### src/logic/brx_regs.svh
// Register offsets, field positions, reset values and constants for brx
`ifndef BRX_REGS_SVH
`define BRX_REGS_SVH

// ****************************************
// Register offsets
// ****************************************
`define BRX_OFF_LC 8'h00
`define BRX_OFF_EC 8'h08
`define BRX_OFF_CFM 8'h10
`define BRX_OFF_PFS 8'h18
`define BRX_OFF_PSR 8'h20
`define BRX_OFF_CSD_BASE 8'h28
`define BRX_OFF_CSD_LIMIT 8'h30
`define BRX_OFF_CSD_ATTR 8'h38
`define BRX_OFF_STATUS 8'h40

// ****************************************
// Field positions
// ****************************************
`define BRX_LOWER_PRIV_TRAP_ENABLE 0
`define BRX_INSTRUCTION_SET_STATUS_BIT 1
`define BRX_PSR_CPL_LO 2
`define BRX_PSR_CPL_HI 3
`define BRX_ATTR_DPL_LO 0
`define BRX_ATTR_DPL_HI 1
`define BRX_ATTR_BIG 2
`define BRX_ATTR_INTERCEPT 3
`define BRX_PFS_PFM_HI 37
`define BRX_PFS_PEC_LO 52
`define BRX_PFS_PEC_HI 57
`define BRX_PFS_PPL_LO 62
`define BRX_PFS_PPL_HI 63

// ****************************************
// Reset values
// ****************************************
`define BRX_RST_LC 64'h0
`define BRX_RST_EC 6'h0
`define BRX_RST_CFM 38'h0
`define BRX_RST_PFS 64'h0
`define BRX_RST_CPL 2'h0
`define BRX_RST_CSD_BASE 32'h0
`define BRX_RST_CSD_LIMIT 32'hffff_ffff
`define BRX_RST_CSD_ATTR 4'h4

// ****************************************
// Constants
// ****************************************
`define BRX_BUNDLE_BYTES 64'h10
`define BRX_BUNDLE_MASK 64'hffff_ffff_ffff_fff0
`define BRX_LOOP_SLOT 2'h2
`define BRX_SEG16_MAX 32'h0000_ffff

`endif

### src/logic/brx_pkg.sv
// Types shared by the branch resolution unit
package brx_pkg;

    typedef enum logic [3:0] {
        BT_COND,
        BT_CALL,
        BT_RET,
        BT_IA,
        BT_CLOOP,
        BT_CTOP,
        BT_CEXIT,
        BT_WTOP,
        BT_WEXIT
    } brx_btype_t;

    typedef enum logic [1:0] {
        WH_SPTK,
        WH_SPNT,
        WH_DPTK,
        WH_DPNT
    } brx_whether_t;

    typedef struct packed {
        logic [5:0] rrb_pr;
        logic [6:0] rrb_fr;
        logic [6:0] rrb_gr;
        logic [3:0] sor;
        logic [6:0] sol;
        logic [6:0] sof;
    } brx_cfm_t;

    typedef struct packed {
        logic valid;
        brx_btype_t btype;
        logic ip_rel;
        logic qp_zero;
        logic qualifying_predicate;
        logic [1:0] slot;
        logic [63:0] ip;
        logic [20:0] bundle_displacement_field;
        logic [63:0] b2;
        brx_whether_t whether;
        logic prefetch_hint_field;
        logic dealloc_hint_field;
    } brx_req_t;

    typedef struct packed {
        logic valid;
        logic taken;
        logic [63:0] target;
        logic link_we;
        logic [63:0] link;
        logic illegal_fault;
        logic lp_trap;
        logic general_protection_fault;
        logic ia_intercept;
        logic alat_ignore;
        logic isa_switch;
        logic prefetch_hint_field;
        logic dealloc_hint_field;
    } brx_res_t;

endpackage : brx_pkg

### src/logic/brx_unit.sv
// Branch resolution unit: decode, condition, target and frame effects
//
// The register offsets and the plain strobed port were chosen for this implementation.
module brx_unit (
    // Clock and reset
    input wire logic CLK_I,
    input wire logic SYS_RST_I,
    // Branch issue
    input wire brx_pkg::brx_req_t BR_REQ_I,
    input wire logic GROUP_DONE_I,
    input wire logic DIRTY_REGS_I,
    input wire logic FIRST_LEGACY_DONE_I,
    // Branch result
    output brx_pkg::brx_res_t BR_RES_O,
    output logic BR_BUSY_O,
    output logic RF_HOLD_O,
    // Register port
    input wire logic [7:0] REG_ADDR_I,
    input wire logic [63:0] REG_WDATA_I,
    input wire logic REG_WR_I,
    input wire logic REG_RD_I,
    output logic [63:0] REG_RDATA_O
);
    import brx_pkg::*;
    `include "brx_regs.svh"

    typedef enum logic {ST_IDLE, ST_WAIT} brx_state_t;

    // ****************************************
    // Helpers
    // ****************************************
    function automatic logic is_loop(input brx_btype_t t);
        is_loop = (t == BT_CLOOP) || (t == BT_CTOP) || (t == BT_CEXIT) ||
                  (t == BT_WTOP) || (t == BT_WEXIT);
    endfunction : is_loop

    function automatic logic [63:0] rel_target(input logic [63:0] ip,
                                               input logic [20:0] d);
        logic [63:0] off;
        off = {{39{d[20]}}, d, 4'h0};
        rel_target = ip + off;
    endfunction : rel_target

    // ****************************************
    // State
    // ****************************************
    brx_state_t st, next_st;
    brx_req_t held, next_held;
    logic [63:0] loop_count_register, next_loop_count_register;
    logic [5:0] epilog_counter, next_epilog_counter;
    brx_cfm_t current_frame_marker, next_current_frame_marker;
    logic [63:0] pfs, next_pfs;
    logic [1:0] cpl, next_cpl;
    logic lower_priv_trap_enable, next_lower_priv_trap_enable;
    logic instruction_set_status_bit, next_instruction_set_status_bit;
    logic [31:0] csd_base, next_csd_base;
    logic [31:0] csd_limit, next_csd_limit;
    logic [3:0] csd_attr, next_csd_attr;
    logic rf_hold, next_rf_hold;
    logic last_taken, next_last_taken;
    logic last_fault, next_last_fault;
    brx_res_t res, next_res;
    logic busy, next_busy;
    logic [63:0] rdata, next_rdata;

    // ****************************************
    // Resolution
    // ****************************************
    brx_req_t act;
    logic go;
    logic cond;
    logic illegal;
    logic [63:0] tgt;
    logic [31:0] legacy_instruction_pointer;
    logic [1:0] ppl;
    logic lowered;

    always_comb begin
        act = (st == ST_WAIT) ? held : BR_REQ_I;
        // Waits for earlier group work so its effects are seen
        go = act.valid && GROUP_DONE_I &&
             ((st == ST_WAIT) || BR_REQ_I.valid);
        next_st = st;
        next_held = held;
        next_busy = 1'b0;
        if (st == ST_IDLE && BR_REQ_I.valid && !GROUP_DONE_I) begin
            next_st = ST_WAIT;
            next_held = BR_REQ_I;
            next_busy = 1'b1;
        end else if (st == ST_WAIT && !GROUP_DONE_I) begin
            next_busy = 1'b1;
        end else if (st == ST_WAIT) begin
            next_st = ST_IDLE;
        end

        // Register writes first; a resolving branch overrides below
        next_loop_count_register = loop_count_register;
        next_epilog_counter = epilog_counter;
        next_current_frame_marker = current_frame_marker;
        next_pfs = pfs;
        next_cpl = cpl;
        next_lower_priv_trap_enable = lower_priv_trap_enable;
        next_instruction_set_status_bit = instruction_set_status_bit;
        next_csd_base = csd_base;
        next_csd_limit = csd_limit;
        next_csd_attr = csd_attr;
        if (REG_WR_I) begin
            unique case (REG_ADDR_I)
                `BRX_OFF_LC: next_loop_count_register = REG_WDATA_I;
                `BRX_OFF_EC: next_epilog_counter = REG_WDATA_I[5:0];
                `BRX_OFF_CFM: next_current_frame_marker = REG_WDATA_I[37:0];
                `BRX_OFF_PFS: next_pfs = REG_WDATA_I;
                `BRX_OFF_PSR: begin
                    next_lower_priv_trap_enable = REG_WDATA_I[`BRX_LOWER_PRIV_TRAP_ENABLE];
                    next_instruction_set_status_bit = REG_WDATA_I[`BRX_INSTRUCTION_SET_STATUS_BIT];
                    next_cpl = REG_WDATA_I[`BRX_PSR_CPL_HI:`BRX_PSR_CPL_LO];
                end
                `BRX_OFF_CSD_BASE: next_csd_base = REG_WDATA_I[31:0];
                `BRX_OFF_CSD_LIMIT: next_csd_limit = REG_WDATA_I[31:0];
                `BRX_OFF_CSD_ATTR: next_csd_attr = REG_WDATA_I[3:0];
                default: ;
            endcase
        end

        // Target: IP-relative or indirect
        tgt = act.ip_rel ? rel_target(act.ip, act.bundle_displacement_field)
                         : act.b2;
        legacy_instruction_pointer = act.b2[31:0] - csd_base;
        ppl = pfs[`BRX_PFS_PPL_HI:`BRX_PFS_PPL_LO];
        // Larger level number means less privilege
        lowered = ppl > cpl;
        cond = 1'b0;
        illegal = 1'b0;
        next_res = '0;
        next_res.valid = go;
        next_res.prefetch_hint_field = act.prefetch_hint_field;
        next_res.dealloc_hint_field = act.dealloc_hint_field;
        next_rf_hold = rf_hold && !FIRST_LEGACY_DONE_I;
        next_last_taken = last_taken;
        next_last_fault = last_fault;

        if (go) begin
            // Pseudo-ops arrive as cond with predicate 0 reading 1
            if (is_loop(act.btype) && act.slot != `BRX_LOOP_SLOT) begin
                illegal = 1'b1;
            end else begin
                unique case (act.btype)
                    BT_COND: cond = act.qualifying_predicate;
                    BT_CALL: begin
                        cond = act.qualifying_predicate;
                        if (cond) begin
                            next_pfs = '0;
                            next_pfs[`BRX_PFS_PFM_HI:0] =
                                current_frame_marker;
                            next_pfs[`BRX_PFS_PEC_HI:`BRX_PFS_PEC_LO] =
                                epilog_counter;
                            next_pfs[`BRX_PFS_PPL_HI:`BRX_PFS_PPL_LO] =
                                cpl;
                            // Callee sees only the caller outputs
                            next_current_frame_marker = '0;
                            next_current_frame_marker.sof =
                                current_frame_marker.sof -
                                current_frame_marker.sol;
                            next_res.link_we = 1'b1;
                            next_res.link = (act.ip & `BRX_BUNDLE_MASK) +
                                            `BRX_BUNDLE_BYTES;
                        end
                    end
                    BT_RET: begin
                        cond = act.qualifying_predicate;
                        if (cond) begin
                            next_current_frame_marker =
                                pfs[`BRX_PFS_PFM_HI:0];
                            next_epilog_counter =
                                pfs[`BRX_PFS_PEC_HI:`BRX_PFS_PEC_LO];
                            if (ppl >= cpl) begin
                                next_cpl = ppl;
                            end
                            next_res.lp_trap = lowered &&
                                               lower_priv_trap_enable;
                        end
                    end
                    BT_IA: begin
                        if (!act.qp_zero || DIRTY_REGS_I) begin
                            illegal = 1'b1;
                        end else if (csd_attr[`BRX_ATTR_INTERCEPT]) begin
                            next_res.ia_intercept = 1'b1;
                        end else begin
                            cond = 1'b1;
                            // Bank and privilege untouched here
                            next_instruction_set_status_bit = 1'b1;
                            next_res.isa_switch = 1'b1;
                            next_current_frame_marker = '0;
                            next_res.alat_ignore = 1'b1;
                            next_rf_hold = 1'b1;
                            next_res.general_protection_fault =
                                (legacy_instruction_pointer > csd_limit) ||
                                (cpl > csd_attr[`BRX_ATTR_DPL_HI:
                                                `BRX_ATTR_DPL_LO]) ||
                                (!csd_attr[`BRX_ATTR_BIG] &&
                                 legacy_instruction_pointer > `BRX_SEG16_MAX);
                        end
                    end
                    BT_CLOOP: begin
                        // Predicate plays no part
                        cond = loop_count_register != 64'h0;
                        if (cond) begin
                            next_loop_count_register =
                                loop_count_register - 64'h1;
                        end
                    end
                    BT_CTOP, BT_CEXIT: begin
                        cond = (loop_count_register != 64'h0) ||
                               (epilog_counter > 6'h01);
                        if (loop_count_register != 64'h0) begin
                            next_loop_count_register =
                                loop_count_register - 64'h1;
                        end else if (epilog_counter != 6'h00) begin
                            next_epilog_counter =
                                epilog_counter - 6'h01;
                        end
                        if (act.btype == BT_CEXIT) begin
                            // EC counts down while draining and stops at zero
                            cond = !cond;
                        end
                    end
                    BT_WTOP, BT_WEXIT: begin
                        cond = act.qualifying_predicate ||
                               (epilog_counter > 6'h01);
                        if (!act.qualifying_predicate &&
                            epilog_counter != 6'h00) begin
                            next_epilog_counter =
                                epilog_counter - 6'h01;
                        end
                        if (act.btype == BT_WEXIT) begin
                            cond = !cond;
                        end
                    end
                    default: illegal = 1'b1;
                endcase
            end
            next_res.illegal_fault = illegal;
            next_res.taken = cond && !illegal;
            if (act.btype == BT_IA) begin
                next_res.target = {32'h0, legacy_instruction_pointer};
            end else begin
                next_res.target = tgt & `BRX_BUNDLE_MASK;
            end
            next_last_taken = cond && !illegal;
            next_last_fault = illegal;
        end

        // Register read, data one cycle later
        next_rdata = 64'h0;
        if (REG_RD_I) begin
            unique case (REG_ADDR_I)
                `BRX_OFF_LC: next_rdata = loop_count_register;
                `BRX_OFF_EC: next_rdata = {58'h0, epilog_counter};
                `BRX_OFF_CFM: next_rdata = {26'h0, current_frame_marker};
                `BRX_OFF_PFS: next_rdata = pfs;
                `BRX_OFF_PSR: next_rdata = {60'h0, cpl,
                                            instruction_set_status_bit,
                                            lower_priv_trap_enable};
                `BRX_OFF_CSD_BASE: next_rdata = {32'h0, csd_base};
                `BRX_OFF_CSD_LIMIT: next_rdata = {32'h0, csd_limit};
                `BRX_OFF_CSD_ATTR: next_rdata = {60'h0, csd_attr};
                `BRX_OFF_STATUS: next_rdata = {60'h0, rf_hold, busy,
                                               last_fault, last_taken};
                default: next_rdata = 64'h0;
            endcase
        end
    end

    // ****************************************
    // Registers
    // ****************************************
    always_ff @(posedge CLK_I) begin
        if (SYS_RST_I) begin
            st <= ST_IDLE;
            held <= '0;
            loop_count_register <= `BRX_RST_LC;
            epilog_counter <= `BRX_RST_EC;
            current_frame_marker <= `BRX_RST_CFM;
            pfs <= `BRX_RST_PFS;
            cpl <= `BRX_RST_CPL;
            lower_priv_trap_enable <= 1'b0;
            instruction_set_status_bit <= 1'b0;
            csd_base <= `BRX_RST_CSD_BASE;
            csd_limit <= `BRX_RST_CSD_LIMIT;
            csd_attr <= `BRX_RST_CSD_ATTR;
            rf_hold <= 1'b0;
            last_taken <= 1'b0;
            last_fault <= 1'b0;
            res <= '0;
            busy <= 1'b0;
            rdata <= 64'h0;
        end else begin
            st <= next_st;
            held <= next_held;
            loop_count_register <= next_loop_count_register;
            epilog_counter <= next_epilog_counter;
            current_frame_marker <= next_current_frame_marker;
            pfs <= next_pfs;
            cpl <= next_cpl;
            lower_priv_trap_enable <= next_lower_priv_trap_enable;
            instruction_set_status_bit <= next_instruction_set_status_bit;
            csd_base <= next_csd_base;
            csd_limit <= next_csd_limit;
            csd_attr <= next_csd_attr;
            rf_hold <= next_rf_hold;
            last_taken <= next_last_taken;
            last_fault <= next_last_fault;
            res <= next_res;
            busy <= next_busy;
            rdata <= next_rdata;
        end
    end

    assign BR_RES_O = res;
    assign BR_BUSY_O = busy;
    assign RF_HOLD_O = rf_hold;
    assign REG_RDATA_O = rdata;

endmodule : brx_unit

### config.mk
export PLATFORM = sky130hd
export DESIGN_NAME = brx_unit
export DESIGN_NICKNAME = d
export VERILOG_FILES = /design/src/logic/brx_pkg.sv /design/src/logic/brx_unit.sv
export VERILOG_INCLUDE_DIRS = /design/src /design/src/logic
export SDC_FILE = /design/constraint.sdc
export NUM_CORES = 2
export LEC_CHECK = 0
export BUFFER_PORTS_ARGS = -buffer_cell sky130_fd_sc_hd__buf_2
export CAP_MARGIN = 20
export CORE_UTILIZATION = 30
export DETAILED_ROUTE_END_ITERATION = 7
export GPL_ROUTABILITY_DRIVEN = 0
export PLACE_DENSITY_LB_ADDON = 0.15
export REMOVE_ABC_BUFFERS = 1
export SYNTH_ARGS = -nofsm -noshare
export SYNTH_HDL_FRONTEND = slang
export SYNTH_SLANG_ARGS = --single-unit
export TNS_END_PERCENT = 20
### constraint.sdc
create_clock -name CLK_I -period 13.9 [get_ports CLK_I]
set_clock_uncertainty 0.2 [all_clocks]
set_input_delay 2.085 -clock CLK_I [delete_from_list [all_inputs] [get_ports CLK_I]]
set_output_delay 2.085 -clock CLK_I [all_outputs]
set_load 0.05 [all_outputs]
==> impl_metrics.yaml <==
status:
  status: "complete, no violations"
routing:
  vias_per_cell: 5.345
  drt-total-wl_um: 127900
  first_pass_iters: 6
  ant_nets: 0
  vias: 31820
  drc: 0
  routedWlPerCell_um: 21.48
  drtIter0Drc: 2491
critical_path:
  cp_num_cells: 21
  critPathTopFamily: "simple AND/OR/NAND/NOR gates"
  crit_type: "in -> reg"
  cp_slowest_cell: "o311ai_0"
  crit_buf_inv: 1
  cpMostUsedCell: "or4_1"
  cp.arrival_ns: 8.79
  slowest_delay_ns: 0.70
  startpoint_type: "input pin"
  endpoint_kind: "flip-flop"
  cp_max_fo: 5
  crit_path_cell_trace: "buf_2, mux2_2, ha_1, o211ai_1, a21oi_2, o2111ai_2, o21bai_2, nand4_1, o41a_1, o21a_1, o311ai_0, ha_1, nand4_1, or3_1, or4_1, nor4_1, o21bai_1, or4b_1, or4_1, or4_1, o31a_1"
  worstPathRequired_ns: 14.22
  rr_worst_depth: 22
logic_synthesis:
  synth-edff-count: 0
  synth_area_leaders: "dfxtp_1 (37%), nand2_1 (9.1%), a21oi_1 (8.0%), ha_1 (5.3%), nor2_1 (4.9%)"
  yosysTopAreaCellShare_pct: 37.08
  async_flop_share_pct: 0
  avgSynthCellArea_um2: 7.756
  synth_seq_area_share_pct: 37.08
  synth_cells: 4205
  synth-main-ff-cell: "dfxtp_1"
  synth_top_area_cell: "dfxtp_1"
  ys_warn_count: 0
  ys_ff_latch: 604
  synth_area_um2: 32610
  synth_cell_types: 100
global_route:
  grt_overflow: 0
  grt_pass1_vias: 29980
  grt_most_used_layer: "met2"
  grt_use_total_pct: 22.49
  grt_util_met1_pct: 30.85
  met2_usage_pct: 35.53
  grt_max_degree: 74
  grt_first_pass_wirelength_um: 192400
  use_met3_pct: 4.087
  antenna_found_initial: 32
run:
  cap_violations: 0
timing:
  slew-limit-headroom_pct: 29.74
  worstMarginPinSlew_ns: 1.050
  rsz0062_at_grt: "no"
  fin_crit_ns: 8.469
  post-route-period-util_pct: 60.93
  final_hold_viol_count: 0
  setup_viol_count_final: 0
  fmax_mhz: 118.1
  fin_setup_tns_ns: 0
  finalMaxSlewViolations: 0
power:
  pwr-share-seq_pct: 37.4
  power.share.combinational_pct: 20.4
  switching_share_pct: 31.59
  ir_drop_uv: 74.66
  clock_power_share_pct: 42.2
  switching_power_mw: 1.532
  leakage_nw: 15.27
  intPower_mw: 3.318
  p_per_area_nw_per_um2: 126.1
clocking:
  cts_tree: "built"
  clockBufferDepth: 3
  ctsHoldBuffers: 0
  clock_latency_ns: 0.66
  cts_resized: 0
  cts_root_buf: "clkbuf_16"
  post-cts-setup-buffers: 0
  clock_sinks: 604
  numCtsBuffers: 77
  h-tree-depth: 3
  path_clk_slew_ns: 0.06
floorplan:
  num_rows: 120
  die_area_um2: 110000
  core_area_um2: 107400
  io_pins: 447
  die_height_um: 331.7
  die-width_um: 331.7
  start_util_pct: 30.38
layout:
  nNetsFinal: 4871
  final_cell_mix: "nand2_1 (786), dfxtp_1 (603), a21oi_1 (524), buf_2 (435), nor2_1 (416)"
  mostFrequentLayoutCell: "nand2_1"
  drive_gt1_share_pct: 16.25
  fill_cells: 11390
  area_growth_pct: 17.92
  postLayoutCoreUtil_pct: 35.83
hold_path:
  hold_depth: 2
  hold_class: "reg -> reg"
place:
  io_buffer_count: 436
  dp_hpwl_um: 89590
[worst reg2reg max path: stages (launching register included)]
cell	delay, ns
dfxtp_4	0.94
buf_4	0.75
mux2_2	0.44
ha_1	0.36
a21oi_1	0.16
o21ai_1	0.12
or2_2	0.34
a211o_2	0.32
a221oi_1	0.35
nor2_1	0.11
a2111oi_0	0.51
xor2_1	0.18
inv_1	0.09
ha_1	0.29
nand4_1	0.13
or3_1	0.40
or4_1	0.55
nor4_1	0.26
o21bai_1	0.18
or4b_1	0.47
or4_1	0.41
or4_1	0.47
o31a_1	0.25
[layer usage]
layer / vias to the layer above / share of wire [%]
met5: - / 0.13
met4: 26 / 2.8
met3: 204 / 6.8
met2: 973 / 45
met1: 15120 / 46
li1: 15490 / -
[kinds of logic (layout without fill, tap and decap cells)]
group	Yosys count	after routing	share of synthesized area [%]
other	1	12	0.01150
DFF	604	604	37.08
xor gates and xnor gates	132	132	3.545
AOI/OAI and AO/OA	1173	1173	23.14
adders and majority gates	141	141	5.478
buffers and inverters	421	755	5.079
and+or+nand+nor	1602	1602	21.33
muxes	131	131	4.335
[synth_stat cells (45+ instances only)]
library cell	number
mux2_2	82
nor2_1	423
o211ai_1	51
a311oi_1	61
nor3_1	86
mux2i_1	49
clkbuf_1	214
nand3_1	56
xnor2_1	86
a22oi_1	83
a222oi_1	45
nand2_1	788
ha_1	138
a21o_1	47
dfxtp_1	604
a21oi_1	524
o21ai_0	99
inv_1	144
xor2_1	46
[through the flow]
step                instance area (um^2)  instances  total power, mW  hold slack, ns  setup slack [ns]
global placement                   35900       5812            2.834          0.2381             4.787
detailed placement                 35900       5812            2.833          0.2430             4.798
global route                       38450       5948            5.068          0.2621             4.962
finish                             38460       5953            4.850          0.2487             5.431
floorplan                          31510       3931            2.488          0.2268             3.701
CTS                                38440       5945            4.900          0.2510             5.423
[worst paths after layout]
check	to	startpoint	slack [ns]
max	BR_RES_O[5]$_SDFF_PP0_	BR_REQ_I[8]	5.43
min	held[83]$_SDFFE_PP0P_	held[83]$_SDFFE_PP0P_	0.25
max reg2reg	BR_RES_O[5]$_SDFF_PP0_	st$_SDFFE_PP0P_	5.49
min reg2reg	held[83]$_SDFFE_PP0P_	held[83]$_SDFFE_PP0P_	0.25
[cell type report]
cell class,count,area (um^2),share of cell area (%)
multi-input combinational,3183,19000,49.40
timing repair buffer,478,2507,6.520
inverter,144,540.5,1.405
tap,1403,1755,4.564
clock inverter,24,301.5,0.7840
antenna,8,20.02,0.05205
clock buffer,109,2240,5.823
sequential,604,12100,31.45
[flip-flops by register name, summed over array words and instances, names as in the netlist, 2 cells and up]
signal and cells:
csd_base 32, loop_count_register 64, csd_attr 4, held 157, REG_RDATA_O 64, epilog_counter 6
BR_RES_O 134, cpl 2, current_frame_marker 38, csd_limit 32, pfs 64
[power by group through the flow]
| stage | Clock (mW) | Combinational [mW] | Sequential [mW] |
|---|---|---|---|
| after floorplan | 0 | 0.616 | 1.87 |
| after global placement | 0 | 0.983 | 1.85 |
| after detailed placement | 0 | 0.982 | 1.85 |
| after CTS | 2.10 | 0.986 | 1.81 |
| after global routing | 2.17 | 1.08 | 1.82 |
| final | 2.05 | 0.990 | 1.81 |
No activity file was read; power rests on OpenSTA's default activity.
